--- src/lcd_pkg.sv ---
/*
 * shared constants and carrier types of the lcd drive configuration block.
 * assumes a single 125 MHz core clock and an 8-bit host command bus.
 */
`default_nettype none
package lcd_pkg;
   // ------------------------------------------------------------
   // command codes, high seven bits; bit zero carries the value
   // ------------------------------------------------------------
   localparam logic [6:0] CMD_SEG_MAP = 7'h50;  // A0 / A1
   localparam logic [6:0] CMD_STATIC = 7'h52;   // A4 / A5
   localparam logic [6:0] CMD_DUTY = 7'h54;     // A8 / A9
   // ------------------------------------------------------------
   // geometry and field positions
   // ------------------------------------------------------------
   localparam int SEG_NUM = 80;                   // segment outputs
   localparam int ROW_NUM = 16;                   // master row outputs
   localparam logic [6:0] SEG_LAST = 7'h4F;       // column 79
   localparam logic [4:0] ROW_LAST_16 = 5'h0F;    // last row at 1/16 duty
   localparam logic [4:0] ROW_LAST_32 = 5'h1F;    // last row at 1/32 duty
   localparam int STAT_MAP_BIT = 6;               // mapping bit of status byte
   localparam int STAT_OFF_BIT = 5;               // display-off bit of status byte
   // ------------------------------------------------------------
   // timing and reset values
   // ------------------------------------------------------------
   localparam logic [3:0] LINE_CYCLES = 4'hF;     // line period minus one, in clocks
   localparam logic RST_SEG_INV = 1'b0;           // normal mapping
   localparam logic RST_STATIC = 1'b0;            // static drive off
   localparam logic RST_DUTY32 = 1'b0;            // 1/16 duty
   localparam int BUS_W = 11;                     // synchronised bus width
   // ------------------------------------------------------------
   // carrier types
   // ------------------------------------------------------------
   typedef struct packed {
      logic seg_inv;    // segment order reversed
      logic static_on;  // static drive mode
      logic duty32;     // 1/32 duty selected
   } lcd_cfg_t;
   typedef struct packed {
      logic cd;         // command/data select, low for command
      logic rd_n;       // read strobe, active low
      logic wr_n;       // write strobe, active low
      logic [7:0] db;   // data bus
   } lcd_bus_t;
   typedef enum logic [1:0] {
      SCAN_RUN = 2'b01,  // scanning rows
      SCAN_HALT = 2'b10  // clocking frozen
   } lcd_scan_t;
endpackage
`default_nettype wire

--- src/lcd_sync.sv ---
/*
 * two-flop synchroniser for a group of pin levels.
 * assumes the inputs are quasi-static relative to the clock.
 */
`timescale 1ns/100ps
`default_nettype none
module lcd_sync #(
   parameter int W = 1
) (
   input wire logic ref_clk_i,
   input wire logic rst_n_i,
   input wire logic [W-1:0] d_i,
   output logic [W-1:0] q_o
);
   logic [W-1:0] meta_q;  // first stage, read only by the second
   logic [W-1:0] sync_q;  // second stage
   // ------------------------------------------------------------
   // two stages; reset value is all ones so strobes look idle
   // ------------------------------------------------------------
   always_ff @(posedge ref_clk_i or negedge rst_n_i) begin
      if (!rst_n_i) begin
         meta_q <= '1;
         sync_q <= '1;
      end else begin
         meta_q <= d_i;
         sync_q <= meta_q;
      end
   end
   assign q_o = sync_q;
endmodule // lcd_sync
`default_nettype wire

--- src/lcd_cfg.sv ---
/*
 * lcd drive configuration: decodes the mapping, static drive and duty
 * commands, scans rows, drives segments, and answers the status read.
 * assumes display-on and the current memory row come from same-clock logic.
 */
`timescale 1ns/100ps
`default_nettype none
module lcd_cfg (
   input wire logic ref_clk_i,
   input wire logic rst_n_i,
   input wire lcd_pkg::lcd_bus_t bus_i,
   input wire logic display_on_i,
   input wire logic [lcd_pkg::SEG_NUM-1:0] col_data_i,
   output logic [7:0] db_o,
   output logic db_oe_o,
   output logic [lcd_pkg::SEG_NUM-1:0] segment_outputs_o,
   output logic [lcd_pkg::ROW_NUM-1:0] master_row_outputs_o,
   output logic [4:0] scan_row_o,
   output logic oscillator_output_pin_o,
   output logic oscillator_output_pin_oe_o,
   output logic clk_run_o,
   output lcd_pkg::lcd_cfg_t cfg_o
);
   import lcd_pkg::*;

   // ------------------------------------------------------------
   // pin synchronisation
   // ------------------------------------------------------------
   lcd_bus_t bus_s;      // synchronised bus
   logic wr_n_prev_q;    // previous write strobe level
   logic wr_n_prev_d;
   lcd_sync #(.W(BUS_W)) u_sync (
      .ref_clk_i(ref_clk_i),
      .rst_n_i(rst_n_i),
      .d_i(bus_i),
      .q_o(bus_s)
   );

   // ------------------------------------------------------------
   // command decode
   // ------------------------------------------------------------
   logic cmd_wr;     // command write taken at rising edge of wr_n
   logic stat_rd;    // status read in progress
   logic blank;      // display off and static drive on
   lcd_cfg_t cfg_q;
   lcd_cfg_t cfg_d;
   // data latched at the end of the strobe, when it is surely settled
   assign cmd_wr = bus_s.wr_n && !wr_n_prev_q && !bus_s.cd && bus_s.rd_n;
   assign stat_rd = !bus_s.cd && !bus_s.rd_n && bus_s.wr_n;
   assign blank = !display_on_i && cfg_q.static_on;

   // next settings; unrelated codes leave them alone
   always_comb begin
      cfg_d = cfg_q;  // hold until rewritten
      wr_n_prev_d = bus_s.wr_n;
      if (cmd_wr) begin
         case (bus_s.db[7:1])
            CMD_SEG_MAP: cfg_d.seg_inv = bus_s.db[0];
            CMD_STATIC: cfg_d.static_on = bus_s.db[0];
            CMD_DUTY: cfg_d.duty32 = bus_s.db[0];
            default: cfg_d = cfg_q;  // other commands belong elsewhere
         endcase
      end
   end

   always_ff @(posedge ref_clk_i or negedge rst_n_i) begin
      if (!rst_n_i) begin
         cfg_q <= '{seg_inv: RST_SEG_INV, static_on: RST_STATIC, duty32: RST_DUTY32};
         wr_n_prev_q <= 1'b1;
      end else begin
         cfg_q <= cfg_d;
         wr_n_prev_q <= wr_n_prev_d;
      end
   end

   // ------------------------------------------------------------
   // row scan and clock gating
   // ------------------------------------------------------------
   lcd_scan_t st_q;
   lcd_scan_t st_d;
   logic [3:0] line_q;   // cycles within a line
   logic [3:0] line_d;
   logic [4:0] row_q;    // current scan row
   logic [4:0] row_d;
   logic osc_q;          // oscillator pin level
   logic osc_d;
   logic line_tick;      // last cycle of a line
   logic [4:0] row_last; // last row for the duty in force
   assign line_tick = (line_q == LINE_CYCLES);
   assign row_last = cfg_q.duty32 ? ROW_LAST_32 : ROW_LAST_16;

   // scan sequencer; the halt state keeps every counter still
   always_comb begin
      st_d = st_q;
      line_d = line_q;
      row_d = row_q;
      osc_d = osc_q;
      case (st_q)
         SCAN_RUN: begin
            if (cfg_q.static_on) begin
               st_d = SCAN_HALT;
            end else begin
               line_d = line_tick ? 4'h0 : line_q + 4'h1;
               if (line_tick) begin
                  osc_d = !osc_q;
                  // a duty drop mid-frame can leave row past the end
                  row_d = (row_q >= row_last) ? 5'h00 : row_q + 5'h01;
               end
            end
         end
         SCAN_HALT: begin
            if (!cfg_q.static_on) begin
               st_d = SCAN_RUN;
            end
         end
         default: st_d = SCAN_RUN;
      endcase
   end

   always_ff @(posedge ref_clk_i or negedge rst_n_i) begin
      if (!rst_n_i) begin
         st_q <= SCAN_RUN;
         line_q <= 4'h0;
         row_q <= 5'h00;
         osc_q <= 1'b0;
      end else begin
         st_q <= st_d;
         line_q <= line_d;
         row_q <= row_d;
         osc_q <= osc_d;
      end
   end

   // ------------------------------------------------------------
   // output drive
   // ------------------------------------------------------------
   logic [SEG_NUM-1:0] seg_q;
   logic [SEG_NUM-1:0] seg_d;
   logic [ROW_NUM-1:0] com_q;
   logic [ROW_NUM-1:0] com_d;
   logic [7:0] db_q;
   logic [7:0] db_d;
   logic db_oe_q;
   logic db_oe_d;
   logic osc_oe_q;
   logic osc_oe_d;
   logic clk_run_q;
   logic clk_run_d;

   // segments, rows, status and pin enables
   always_comb begin
      seg_d = seg_q;
      com_d = com_q;
      if (blank) begin
         seg_d = '1;
         com_d = '1;
      end else if (!cfg_q.static_on) begin
         for (int i = 0; i < SEG_NUM; i++) begin
            // reversed order ascending order
            seg_d[i] = cfg_q.seg_inv ? col_data_i[SEG_NUM-1-i] : col_data_i[i];
         end
         if (!display_on_i) begin
            seg_d = '0;  // display off without static drive: no pixel on
         end
         // rows 16..31 belong to the slave, so the master goes quiet
         com_d = row_q[4] ? '0 : (ROW_NUM'(1) << row_q[3:0]);
      end
      db_d = 8'h00;
      db_d[STAT_MAP_BIT] = cfg_q.seg_inv;
      db_d[STAT_OFF_BIT] = !display_on_i;
      db_oe_d = stat_rd;
      osc_oe_d = !blank;
      clk_run_d = !cfg_q.static_on && !blank;
   end

   always_ff @(posedge ref_clk_i or negedge rst_n_i) begin
      if (!rst_n_i) begin
         seg_q <= '0;
         com_q <= '0;
         db_q <= 8'h00;
         db_oe_q <= 1'b0;
         osc_oe_q <= 1'b1;
         clk_run_q <= 1'b1;
      end else begin
         seg_q <= seg_d;
         com_q <= com_d;
         db_q <= db_d;
         db_oe_q <= db_oe_d;
         osc_oe_q <= osc_oe_d;
         clk_run_q <= clk_run_d;
      end
   end

   assign segment_outputs_o = seg_q;
   assign master_row_outputs_o = com_q;
   assign db_o = db_q;
   assign db_oe_o = db_oe_q;
   assign scan_row_o = row_q;
   assign oscillator_output_pin_o = osc_q;
   assign oscillator_output_pin_oe_o = osc_oe_q;
   assign clk_run_o = clk_run_q;
   assign cfg_o = cfg_q;
endmodule // lcd_cfg
`default_nettype wire

--- config.mk ---
export PLATFORM = sky130hd
export DESIGN_NAME = lcd_cfg
export DESIGN_NICKNAME = d
export VERILOG_FILES = /design/src/lcd_pkg.sv /design/src/lcd_sync.sv /design/src/lcd_cfg.sv
export SDC_FILE = /design/constraint.sdc
export NUM_CORES = 1
export LEC_CHECK = 0
export ABC_AREA = 1
export BUFFER_PORTS_ARGS = -buffer_cell sky130_fd_sc_hd__buf_2
export CAP_MARGIN = 0
export CORE_MARGIN = 2
export CORE_UTILIZATION = 45
export CTS_CLUSTER_SIZE = 28
export DETAILED_ROUTE_END_ITERATION = 8
export HOLD_SLACK_MARGIN = 0.06
export PLACE_DENSITY = 0.75
export REMOVE_ABC_BUFFERS = 1
export SLEW_MARGIN = 10
export SYNTH_ARGS = -nofsm -noshare
export SYNTH_HDL_FRONTEND = slang
export SYNTH_SLANG_ARGS = --single-unit
--- constraint.sdc ---
create_clock -name ref_clk_i -period 2.9 [get_ports ref_clk_i]
set_input_delay 0.145 -clock ref_clk_i [delete_from_list [all_inputs] [get_ports ref_clk_i]]
set_output_delay 0.145 -clock ref_clk_i [all_outputs]
set_load 0.02 [all_outputs]
Word level (Yosys, flattened, before mapping)

Cells that the tools add are included.

Flip-flop bits (word level): 139
Output and inout bits: 116
Word-level logic and storage cells: 142

Add/subtract/negate cells: 2
Order comparisons: 1
Eq/ne operators: 9
Shift-type cells: 1
Muxes and demuxes: 92
Bitwise gates (word level): 1
Reductions and logical operators: 20

Operator list:

| operator             | number |
|---|---|
| $mux 80              | 3 |
| $mux 1               | 80 |
| $mux 16              | 3 |
| $eq 7x7->1 const B   | 3 |
| $shl 1x4->16 const A | 1 |
| $mux 5               | 2 |
| $reduce_and 2->1     | 5 |
| $logic_and 1x1->1    | 7 |
| $logic_not 1->1      | 7 |
| $ne 2x2->1 const B   | 3 |
| $add 5x1->5 const B  | 1 |
| $ge 5x5->1           | 1 |
| $add 4x1->4 const B  | 1 |
| $eq 4x4->1 const B   | 1 |
| $mux 2               | 2 |
| $mux 4               | 1 |
| $pmux 2 s2           | 1 |
| $reduce_and 3->1     | 1 |
| $eq 2x1->1 const B   | 1 |
| $eq 2x2->1 const B   | 1 |
| $not 1->1            | 1 |

Depth between registers and ports, before layout

Gate-level depths: netlist of run 1.

Depth in word-level cells: 5
Gate-level depth with buffers: 9
Gate-level depth less buffers: 9

Hierarchy

Synthesis of run 1 repeated with hierarchy kept, for this count alone.

Cells, all modules: 726
Area total of the unflattened synthesis: 6316.1 µm²

Modules (own cells, without submodules):

| module   | instances | cells an instance | area each (µm²) | seq. area each (µm²) |
|---|---|---|---|---|
| lcd_cfg  | 1         | 704               | 5738.0          | 2932.8 |
| lcd_sync | 1         | 22                | 578.1           | 578.1 |

Least setup slack after synthesis of run 1

OpenSTA, ideal clock, no wires.

Kind: register to register
Start: reg row_q[4] (netlist: scan_row_o[4])
End: reg row_q[1] (netlist: scan_row_o[1])
Library setup time: 0.113 ns
Arrival: 1.258 ns
Setup slack: 1.529 ns
Cell stages (with the launch flop): 9
Period minus slack after synthesis: 1.371 ns
Path through: dfrtp_1 ha_1 nand2_1 nor2_1 nand2_1 nand3_1 nand2_1 nand2_1 inv_1

Longest elaborated chain between the ends: 2

Ends and longest elaborated chain:

| what                   | line           | source |
|---|---|---|
| from (decl)            | lcd_cfg.sv:83  | `logic [4:0] row_q;` |
| from (signal assigned) | lcd_cfg.sv:129 | `row_q <= row_d;` |
| $ge 5x5->1             | lcd_cfg.sv:107 | `row_d = (row_q >= row_last) ? 5'h00 : row_q + 5'h01;` |
| $mux 5                 | lcd_cfg.sv:107 |  |

Every way passes these cells.
A chain may end at the register's enable or synchronous reset.

Final worst setup path of run 1

Start: reg cfg_q (netlist bit cfg_o[2])
End: out cfg_o[2] in the netlist's numbering

RTL lines:

| what                   | line          | source |
|---|---|---|
| from (decl)            | lcd_cfg.sv:45 | `lcd_cfg_t cfg_q;` |
| from (signal assigned) | lcd_cfg.sv:68 | `cfg_q <= '{seg_inv: RST_SEG_INV, static_on: RST_STATIC, duty32: RST_DUTY32};` |
| from (signal assigned) | lcd_cfg.sv:71 | `cfg_q <= cfg_d;` |
| to (decl)              | lcd_cfg.sv:22 | `output lcd_pkg::lcd_cfg_t cfg_o` |

No word-level cell between the ends.

==> metrics.csv, run 1 <==
stage,metric,value,unit
finish,register_area,0.00351,mm²
timing,setup_viol,0,
setup_path,crit_family,buffers and inverters,
timing,maxSlewHeadroom,0.459,
global_routing,grt.total_usage,0.218,
setup_path,critPathBufInv,2,
timing,tns,0,ns
cts,clk_pin_slew,0.06,ns
global_routing,grt_max_degree,84,
yosys,synth_top_area_share,0.452,
yosys,yosysSeqAreaShare,0.561,
cts,cts_tree,yes,
timing,whs,0.108,ns
placement,place_congestion,0.808,
finish,fillers,1179,
cts,cts_made_buffers,17,
timing,max_clock_freq,537,MHz
setup_path,crit_chain,"buf_4, buf_2",
timing,rsz0062_at_grt,false,
floorplanning,dieWidth,122,µm
setup_path,cp_slowest_cell,buf_4,
floorplanning,rows,43,
route,drc,0,
floorplanning,initial_core_util,0.456,
finish,syn_to_final_growth,35.7,%
floorplanning,dieArea,0.0149,mm²
yosys,syn_inst,725,
route,drt_wl_total,16300,µm
finish,multi_input_area,0.00223,mm²
min_path,hp-class,input pin to register,
yosys,netlist_area,0.00626,mm²
route,wl_per_cell,14.1,µm
floorplanning,die_y,122,µm
cts,clockBufferDepth,2,
yosys,yosysWarnings,0,
route,firstDrtPassIters,5,
timing,layout_min_cycle_time,1.86,ns
yosys,synth-seq-cells,139,
yosys,synthTopCellsByArea,"dfrtp_1 (45%), a21oi_1 (14%), dfstp_2 (11%)",
timing,finalCritPeriodShare,0.642,
power_and_ir_drop,vdd_drop_max,517,µV
placement,numPortBuffers,203,
run,max-cap-violations,0,
timing,report.final.slew_viol_count,0,
timing,finalHoldViolCount,0,
setup_path,critPathMaxFanout,83,
setup_path,crit_type,register to output pin,
power_and_ir_drop,power_leakage,4.56,nW
setup_path,cp_data_arrival_time,1.72,ns
cts,clock_latency,0.41,ns
global_routing,first_global_vias,5324,
route,drt_iter0_markers,473,
route,antenna_left,0,
route,num_vias,5758,
setup_path,end_kind,output pin,
placement,dp_hpwl,10300,µm
floorplanning,ios,210,
yosys,yosysUniqueCellTypes,26,
global_routing,grt_pass1_wl,25600,µm
yosys,synth_top_area_cell,dfrtp_1,
placement,placed_area,0.00737,mm²
floorplanning,core,0.0137,mm²
status,status,"complete, no violations",
setup_path,cpPeakStageDelay,0.60,ns
setup_path,required,2.76,ns
yosys,postSynthAreaPerCell,8.63,µm²
finish,final_layout_size_suffix_gt1_frac,0.288,
timing,worst_pin_slew,0.811,ns
setup_path,start_kind,register,
cts,clock_sinks,139,
timing,skew,0.00838,ns
global_routing,overflow,0,
global_routing,antenna_found_initial,1,
cts,cts-root-buf,clkbuf_16,
finish,design_area,0.00849,mm²
power_and_ir_drop,power.density,623,mW/mm²
finish,final_nets,1060,
cts,h-tree-depth,4,
route,viasPerCell,5.00,
[synth_stat cells]
master	number
a21oi_1	179
dfrtp_1	113
nor2_1	106
inv_1	65
nand2_1	58
o21ai_1	58
dfstp_2	26
o21ai_0	24
buf_2	18
clkbuf_1	15
buf_4	13
nand3_1	13
ha_1	8
buf_1	5
inv_2	5
nor3_1	5
clkbuf_2	3
nand4_1	2
xor2_1	2
conb_1	1
nand3_4	1
nor2_2	1
nor2_4	1
nor3_2	1
nor3b_1	1
xnor2_1	1
[path summary, 6_finish.rpt]
kind | startpoint | endpoint | slack [ns] | cells past startpoint
hold reg to reg | u_sync.meta_q[3] | u_sync.q_o[3] | 0.36 | 0
max in group asynchronous | rst_n_i | u_sync.q_o[0] | 1.83 | 3
setup reg to reg | cfg_o[2] | segment_outputs_o[20] | 1.30 | 5
hold / removal | col_data_i[37] | segment_outputs_o[42] | 0.11 | 5
setup / recovery | cfg_o[2] | cfg_o[2] | 1.04 | 2
min in group asynchronous | rst_n_i | master_row_outputs_o[8] | 0.25 | 2
[cell usage in the layout, fill, tap and decap left out, types with 5 or more instances in the layout]
cell type      instances
a21oi_1              179
buf_2                202
clkbuf_16             18
conb_1                 6
dfrtp_1              112
dfstp_2               26
dlygate4sd3_1         52
ha_1                   8
inv_1                 65
inv_2                  5
nand2_1               57
nand3_1               13
nor2_1               106
nor3_1                 5
o21ai_0               24
o21ai_1               58
[cells by family (layout without fill, tap and decap cells)]
kind of cell / Yosys count / after routing / synth area share
flip-flops: 139 / 139 / 0.561
AND/OR/NAND/NOR: 189 / 189 / 0.123
buffers and inverters: 124 / 365 / 0.0864
adder cells (fa/ha/maj): 8 / 8 / 0.0160
other: 1 / 7 / 0.000599
AO/OA/AOI/OAI: 261 / 261 / 0.209
XOR/XNOR: 3 / 3 / 0.00420
[worst register-to-register path: cells and delay by family (launching register included)]
family,cells,cell delay [ns]
AOI/OAI and AO/OA,3,0.28
buffers and inverters,2,0.78
DFF,1,0.40
[state kept, by name, summed over array words and instances, names as in the netlist]
register	flops
cfg_o	3
clk_run_o	1
db_o	2
db_oe_o	1
line_q	4
master_row_outputs_o	16
oscillator_output_pin_o	1
oscillator_output_pin_oe_o	1
scan_row_o	5
segment_outputs_o	80
st_q	2
u_sync.meta_q	11
u_sync.q_o	11
wr_n_prev_q	1
[per-stage QoR]
step           setup slack (ns)  cells  total power [W]   util
2_1_floorplan           -0.0938    676          0.00277      -
3_3_place_gp               1.35   1067          0.00309  0.537
3_5_place_dp               1.30   1067          0.00311  0.537
4_1_cts                    1.01   1151          0.00534  0.619
5_1_grt                   0.909   1152          0.00555  0.619
6_report                   1.04   1152          0.00529  0.619
[layer usage]
layer | GRT usage | wire [µm] | vias to the layer above
li1 | - | - | 2838
met1 | 0.283 | 6850 | 2689
met2 | 0.356 | 7960 | 206
met3 | 0.0618 | 1210 | 25
met4 | 0.0682 | 264 | 0
met5 | 0 | 0 | -
[area by class of cell]
class	instances	area share
antenna	1	0.000295
clock buffer	20	0.0563
clock inverter	12	0.0149
inverter	70	0.0309
multi-input combinational	467	0.263
sequential	139	0.414
tap	180	0.0265
timing repair buffer	263	0.195
[where the power goes]
group | total [W] | leakage, nW | switching, W | internal [W]
combinational | 0.000879 | 2.53 | 0.000534 | 0.000345
clock | 0.00216 | 0.291 | 0.000863 | 0.00130
sequential | 0.00225 | 1.74 | 0.000129 | 0.00212
[timing repair]
item,in CTS,in global routing
resized for setup,0,0
buffers inserted,0,0
hold buffers,52,0
endpoints found under the setup margin,0,0
endpoints found under the hold margin,140,0
No activity file was read; power rests on OpenSTA's default activity.
==> run 2, diff against run 1 <==
==> constraint.sdc (replaced) <==
create_clock -name ref_clk_i -period 1.9 [get_ports ref_clk_i]
set_input_delay 0.095 -clock ref_clk_i [delete_from_list [all_inputs] [get_ports ref_clk_i]]
set_output_delay 0.095 -clock ref_clk_i [all_outputs]
set_load 0.02 [all_outputs]
==> run 2 against run 1 <==
Compared with the run above:
- via count increased by 5.5%
- register-to-register slack lost 1.2 ns
- clock skew is 0.00097 ns higher
- power increased by 51%
- sequential cell count did not move
- design area is 4.6% higher
==> metrics.csv, run 2 (same netlist as run 1, synthesis figures left out) <==
stage,metric,value,unit,change
status,status,"complete, no violations",,unchanged
global_routing,grt_max_degree,84,,unchanged
power_and_ir_drop,switching_power,0.00236,W,was 0.00153 W
route,num_vias,6072,,was 5758
finish,syn_to_final_growth,42.0,%,was 35.7%
finish,largest_reg_flops,80,,unchanged
run,max-cap-violations,0,,unchanged
finish,layout_commonest_cell,buf_2,,unchanged
cts,cts_tree,yes,,unchanged
timing,finalCritPeriodShare,0.954,,
setup_path,critPathMaxFanout,45,,was 83
setup_path,cp_slowest_cell,dlygate4sd3_1,,was buf_4
route,drc,0,,unchanged
global_routing,grt_pass1_wl,27100,µm,was 25600 µm
floorplanning,rows,43,,unchanged
route,drt_wl_total,17300,µm,was 16300 µm
floorplanning,dieWidth,122,µm,unchanged
finish,final_nets,1101,,was 1060
setup_path,reg2reg_depth,6,,was 5
timing,rsz0062_at_grt,false,,unchanged
placement,place_inst,1070,,was 1067
min_path,hp-start,col_data_i[38],,was col_data_i[37]
floorplanning,core,0.0137,mm²,unchanged
placement,place_congestion,0.760,,was 0.808
setup_path,crit_type,register to register,,was register to output pin
placement,dp_hpwl,10300,µm,about the same
setup_path,cpPeakStageDelay,0.58,ns,was 0.60 ns
timing,layout_min_cycle_time,1.81,ns,
power_and_ir_drop,combPwrFrac,0.179,,was 0.166
setup_path,crit_top_cell,a21oi_1,,
timing,maxSlewHeadroom,0.629,,was 0.459
cts,cts-root-buf,clkbuf_16,,unchanged
floorplanning,dieArea,0.0149,mm²,unchanged
timing,max_clock_freq,552,MHz,
timing,finalHoldViolCount,0,,unchanged
timing,tns,0,ns,unchanged
floorplanning,initial_core_util,0.456,,unchanged
placement,placed_area,0.00741,mm²,was 0.00737 mm²
power_and_ir_drop,power.density,900,mW/mm²,was 623 mW/mm²
route,antenna_left,0,,unchanged
finish,final_layout_size_suffix_gt1_frac,0.279,,was 0.288
power_and_ir_drop,power.share.clock,0.391,,was 0.409
power_and_ir_drop,vdd_drop_max,855,µV,was 517 µV
finish,num_antenna_cells,0,,was 1
setup_path,start_kind,register,,unchanged
timing,whs,0.0711,ns,was 0.108 ns
min_path,hold_end,segment_outputs_o[38],,was segment_outputs_o[42]
timing,skew,0.00935,ns,was 0.00838 ns
finish,design_area,0.00888,mm²,was 0.00849 mm²
global_routing,grt.total_usage,0.230,,was 0.218
power_and_ir_drop,share_seq_of_total_power,0.430,,was 0.425
global_routing,first_global_vias,5676,,was 5324
setup_path,rr_startpoint,cfg_o[2],,unchanged
setup_path,end_kind,register,,was output pin
route,firstDrtPassIters,5,,unchanged
route,wl_per_cell,14.5,µm,was 14.1 µm
placement,numPortBuffers,203,,unchanged
finish,fillers,1090,,was 1179
cts,clockBufferDepth,2,,unchanged
route,viasPerCell,5.09,,was 5.00
cts,h-tree-depth,4,,unchanged
route,drt_iter0_markers,430,,was 473
min_path,hold-path-cell-count,5,,unchanged
setup_path,required,2.18,ns,was 2.76 ns
setup_path,cp_data_arrival_time,2.09,ns,was 1.72 ns
finish,final_cell_mix,"buf_2 (202), a21oi_1 (179), dfrtp_1 (112), nor2_1 (106), dlygate4sd3_1 (90)",,"was buf_2 (202), a21oi_1 (179), dfrtp_1 (112), nor2_1 (106), inv_1 (65)"
timing,worst_pin_slew,0.557,ns,was 0.811 ns
cts,clk_pin_slew,0.06,ns,about the same
floorplanning,die_y,122,µm,unchanged
global_routing,antenna_found_initial,0,,was 1
setup_path,crit_chain,"inv_2, buf_6, a21oi_1, o21ai_1, dlygate4sd3_1, a21oi_1",,"was buf_4, buf_2"
cts,clock_sinks,139,,unchanged
cts,clock_latency,0.41,ns,about the same
power_and_ir_drop,p_int,0.00564,W,was 0.00377 W
power_and_ir_drop,swShare,0.295,,was 0.288
min_path,hp-class,input pin to register,,unchanged
finish,instances_no_fill,1192,,was 1152
timing,report.final.slew_viol_count,0,,unchanged
cts,cts_made_buffers,17,,unchanged
power_and_ir_drop,power_leakage,4.71,nW,was 4.56 nW
timing,setup_viol,0,,unchanged
global_routing,overflow,0,,unchanged
setup_path,rrSetupSlack,0.09,ns,was 1.30 ns
setup_path,r2r_end,segment_outputs_o[13],,was segment_outputs_o[20]
floorplanning,ios,210,,unchanged
-- run 2: critical path, delay by kind of cell (launching register included) --
family | cells | cell delay [ns]
compound gates | 3 | 0.30
buf+inv | 3 | 0.94
flops | 1 | 0.43
-- run 2: repair_timing --
action	4_1_cts	5_1_grt
resized for setup	0	2
hold buffers	90	0
hold endpoints to repair	228	0
buffers inserted	0	0
endpoints found under the setup margin	0	10
-- run 2: stage by stage --
step                      worst slack (ns)   util  total power [W]
final                               0.0870  0.648          0.00800
after global routing                0.0115  0.648          0.00840
after floorplan                      -1.09      -          0.00422
after detailed placement             0.435  0.540          0.00477
after global placement               0.470  0.540          0.00474
after CTS                           0.0657  0.647          0.00807
-- run 2: power groups by stage --
| stage | Combinational [W] | Clock (W) | Sequential [W] |
|---|---|---|---|
| 2_1_floorplan | 0.000535 | 0 | 0.00369 |
| 3_3_place_gp | 0.00126 | 0 | 0.00348 |
| 3_5_place_dp | 0.00128 | 0 | 0.00349 |
| 4_1_cts | 0.00143 | 0.00320 | 0.00344 |
| 5_1_grt | 0.00159 | 0.00334 | 0.00348 |
| 6_report | 0.00143 | 0.00312 | 0.00344 |
-- run 2: how the worst max path moves through the flow --
stage                         from               endpoint  cells after the start
after floorplan           cfg_o[2]   segment_outputs_o[6]                      4
after global placement    cfg_o[1]          scan_row_o[1]                      8
after detailed placement  cfg_o[1]          scan_row_o[1]                      8
after CTS                 cfg_o[2]  segment_outputs_o[21]                      6
after global routing      cfg_o[2]  segment_outputs_o[21]                      6
final                     cfg_o[2]  segment_outputs_o[13]                      6
-- run 2: final cells by class --
| class | instances | area [µm²] | share of cell area |
|---|---|---|---|
| Clock buffer | 20 | 468 | 0.0527 |
| Clock inverter | 12 | 95.1 | 0.0107 |
| Inverter | 70 | 263 | 0.0296 |
| Multi-Input combinational cell | 467 | 2230 | 0.251 |
| Sequential cell | 139 | 3510 | 0.395 |
| Tap cell | 180 | 225 | 0.0253 |
| Timing Repair Buffer | 304 | 2090 | 0.235 |
-- run 2: layer usage --
layer | up-vias | global-route usage | part of all wire
li1 | 2934 | - | -
met1 | 2818 | 0.286 | 0.40
met2 | 280 | 0.386 | 0.50
met3 | 40 | 0.0604 | 0.077
met4 | 0 | 0.0869 | 0.024
met5 | - | 0 | 0
==> run 3, diff against run 2 <==
==> constraint.sdc (replaced) <==
create_clock -name ref_clk_i -period 2 [get_ports ref_clk_i]
set_input_delay 0.1 -clock ref_clk_i [delete_from_list [all_inputs] [get_ports ref_clk_i]]
set_output_delay 0.1 -clock ref_clk_i [all_outputs]
set_load 0.02 [all_outputs]
==> run 3 against run 2 <==
Compared with the run above:
- first-iteration DRC count up 13%
- sequential share of layout area fell by 0.24 points
- register-to-register slack gained 0.07 ns
- non-clock buffer count up 4
- power fell by 2.1%
- global-route usage is 0.80 points higher
- worst hold slack improved by 0.0050 ns
- final cell count rose by 0.34%
==> metrics.csv, run 3 (same netlist as run 1, synthesis figures left out) <==
stage,metric,value,unit,change
min_path,hold-path-cell-count,5,,unchanged
floorplanning,rows,43,,unchanged
route,num_vias,6070,,was 6072
placement,dp_slack,0.641,ns,was 0.435 ns
timing,setup_ws,0.158,ns,was 0.0870 ns
cts,clock_sinks,139,,unchanged
global_routing,grt.total_usage,0.238,,was 0.230
min_path,hold_end,segment_outputs_o[66],,was segment_outputs_o[38]
finish,final_nets,1105,,was 1101
setup_path,rrSetupSlack,0.16,ns,was 0.09 ns
cts,cts_tree,yes,,unchanged
setup_path,cp_data_arrival_time,2.12,ns,was 2.09 ns
route,drc,0,,unchanged
cts,clock_latency,0.41,ns,about the same
finish,final_layout_size_suffix_gt1_frac,0.280,,was 0.279
setup_path,rr_startpoint,cfg_o[2],,unchanged
timing,worst_pin_slew,0.557,ns,about the same
global_routing,grt_pass1_wl,28000,µm,was 27100 µm
timing,report.final.slew_viol_count,0,,unchanged
global_routing,overflow,0,,unchanged
finish,num_antenna_cells,0,,unchanged
finish,final_cell_mix,"buf_2 (202), a21oi_1 (179), dfrtp_1 (112), nor2_1 (106), dlygate4sd3_1 (93)",,"was buf_2 (202), a21oi_1 (179), dfrtp_1 (112), nor2_1 (106), dlygate4sd3_1 (90)"
setup_path,end_kind,register,,unchanged
cts,clk_pin_slew,0.06,ns,about the same
placement,place_inst,1071,,was 1070
timing,setup_viol,0,,unchanged
cts,cts_made_buffers,17,,unchanged
route,antenna_left,0,,unchanged
timing,finalCritPeriodShare,0.921,,was 0.954
route,drt_iter0_markers,485,,was 430
setup_path,required,2.28,ns,was 2.18 ns
placement,numPortBuffers,203,,unchanged
floorplanning,initial_core_util,0.456,,unchanged
placement,dp_hpwl,10500,µm,was 10300 µm
power_and_ir_drop,power.density,876,mW/mm²,was 900 mW/mm²
setup_path,reg2reg_depth,5,,was 6
floorplanning,core,0.0137,mm²,unchanged
floorplanning,ios,210,,unchanged
finish,syn_to_final_growth,42.8,%,was 42.0%
run,max-cap-violations,0,,unchanged
power_and_ir_drop,power_leakage,4.74,nW,was 4.71 nW
route,drt_wl_total,17300,µm,about the same
power_and_ir_drop,vdd_drop_max,606,µV,was 855 µV
min_path,hp-class,input pin to register,,unchanged
floorplanning,die_y,122,µm,unchanged
finish,layout_commonest_cell,buf_2,,unchanged
route,firstDrtPassIters,5,,unchanged
setup_path,start_kind,register,,unchanged
timing,skew,0.00784,ns,was 0.00935 ns
timing,maxSlewHeadroom,0.629,,about the same
global_routing,grt_max_degree,89,,was 84
cts,clockBufferDepth,2,,unchanged
timing,finalHoldViolCount,0,,unchanged
timing,max_clock_freq,543,MHz,was 552 MHz
min_path,hp-start,col_data_i[13],,was col_data_i[38]
setup_path,r2r_end,segment_outputs_o[40],,was segment_outputs_o[13]
floorplanning,dieWidth,122,µm,unchanged
route,viasPerCell,5.08,,was 5.09
global_routing,first_global_vias,5851,,was 5676
finish,fillers,1095,,was 1090
finish,largest_reg_flops,80,,unchanged
timing,layout_min_cycle_time,1.84,ns,was 1.81 ns
placement,place_congestion,0.788,,was 0.760
cts,h-tree-depth,4,,unchanged
timing,rsz0062_at_grt,false,,unchanged
cts,cts-root-buf,clkbuf_16,,unchanged
status,status,"complete, no violations",,unchanged
global_routing,antenna_found_initial,0,,unchanged
setup_path,crit_type,register to register,,unchanged
floorplanning,dieArea,0.0149,mm²,unchanged
finish,instances_no_fill,1196,,was 1192
setup_path,critPathMaxFanout,51,,was 45
route,wl_per_cell,14.5,µm,about the same
-- run 3: changes by cell type in the layout (fill, tap and decap cells not counted), sizes merged --
| cell | change |
|---|---|
| bufinv | +1 |
| clkinv | +4 |
| buf | +1 |
| dlygate4sd3 | +3 |
| inv | -5 |
-- run 3: worst max-delay path by stage --
stage          depth (start not counted)  slack (ns)                     to           from
2_1_floorplan                          4       -0.99   segment_outputs_o[6]       cfg_o[2]
3_3_place_gp                           8        0.67          scan_row_o[1]  scan_row_o[4]
3_5_place_dp                           3        0.64  segment_outputs_o[35]       cfg_o[1]
4_1_cts                                6        0.16   segment_outputs_o[6]       cfg_o[2]
5_1_grt                                5        0.04  segment_outputs_o[75]       cfg_o[2]
6_report                               5        0.16  segment_outputs_o[40]       cfg_o[2]
-- run 3: cell type report --
| cell class | instances | area (µm²) | area share |
|---|---|---|---|
| Inverter | 70 | 263 | 0.0294 |
| Clock inverter | 12 | 120 | 0.0134 |
| Sequential cell | 139 | 3510 | 0.393 |
| Tap cell | 180 | 225 | 0.0252 |
| Multi-Input combinational cell | 467 | 2230 | 0.250 |
| Clock buffer | 20 | 500 | 0.0560 |
| Timing Repair Buffer | 308 | 2080 | 0.233 |
-- run 3: worst max-delay path, stage by stage, from the launching register on --
cell and delay, ns:
dfrtp_2 0.37, buf_4 0.42, a21oi_1 0.12, o21ai_0 0.11, dlygate4sd3_1 0.60, a21oi_1 0.07
-- run 3: repair_timing --
item,4_1_cts,5_1_grt
setup buffers,0,0
endpoints found under the setup margin,0,1
gates resized for setup,0,1
hold buffers,93,0
hold endpoints to repair,211,0
-- run 3: through the flow --
step	power [W]	instance area [µm²]	TNS, ns	util	hold WS (ns)
after floorplan	0.00401	6000	-56.87	-	-0.196
after global placement	0.00449	7380	0	0.538	0.0928
after detailed placement	0.00452	7380	0	0.538	0.0928
after CTS	0.00788	8930	0	0.651	0.0607
after global routing	0.00821	8940	0	0.652	0.0831
final	0.00783	8940	0	0.652	0.0761
-- run 3: routing by layer --
layer	global-route usage	share of wire
met1	0.286	0.40
met2	0.407	0.50
met3	0.0604	0.077
met4	0.0991	0.024
met5	0	0
-- run 3: power breakdown --
part | total [W] | internal (W) | switching (W)
Clock | 0.00321 | 0.00196 | 0.00125
Sequential | 0.00326 | 0.00308 | 0.000186
Combinational | 0.00136 | 0.000555 | 0.000801
Total | 0.00783 | 0.00559 | 0.00224
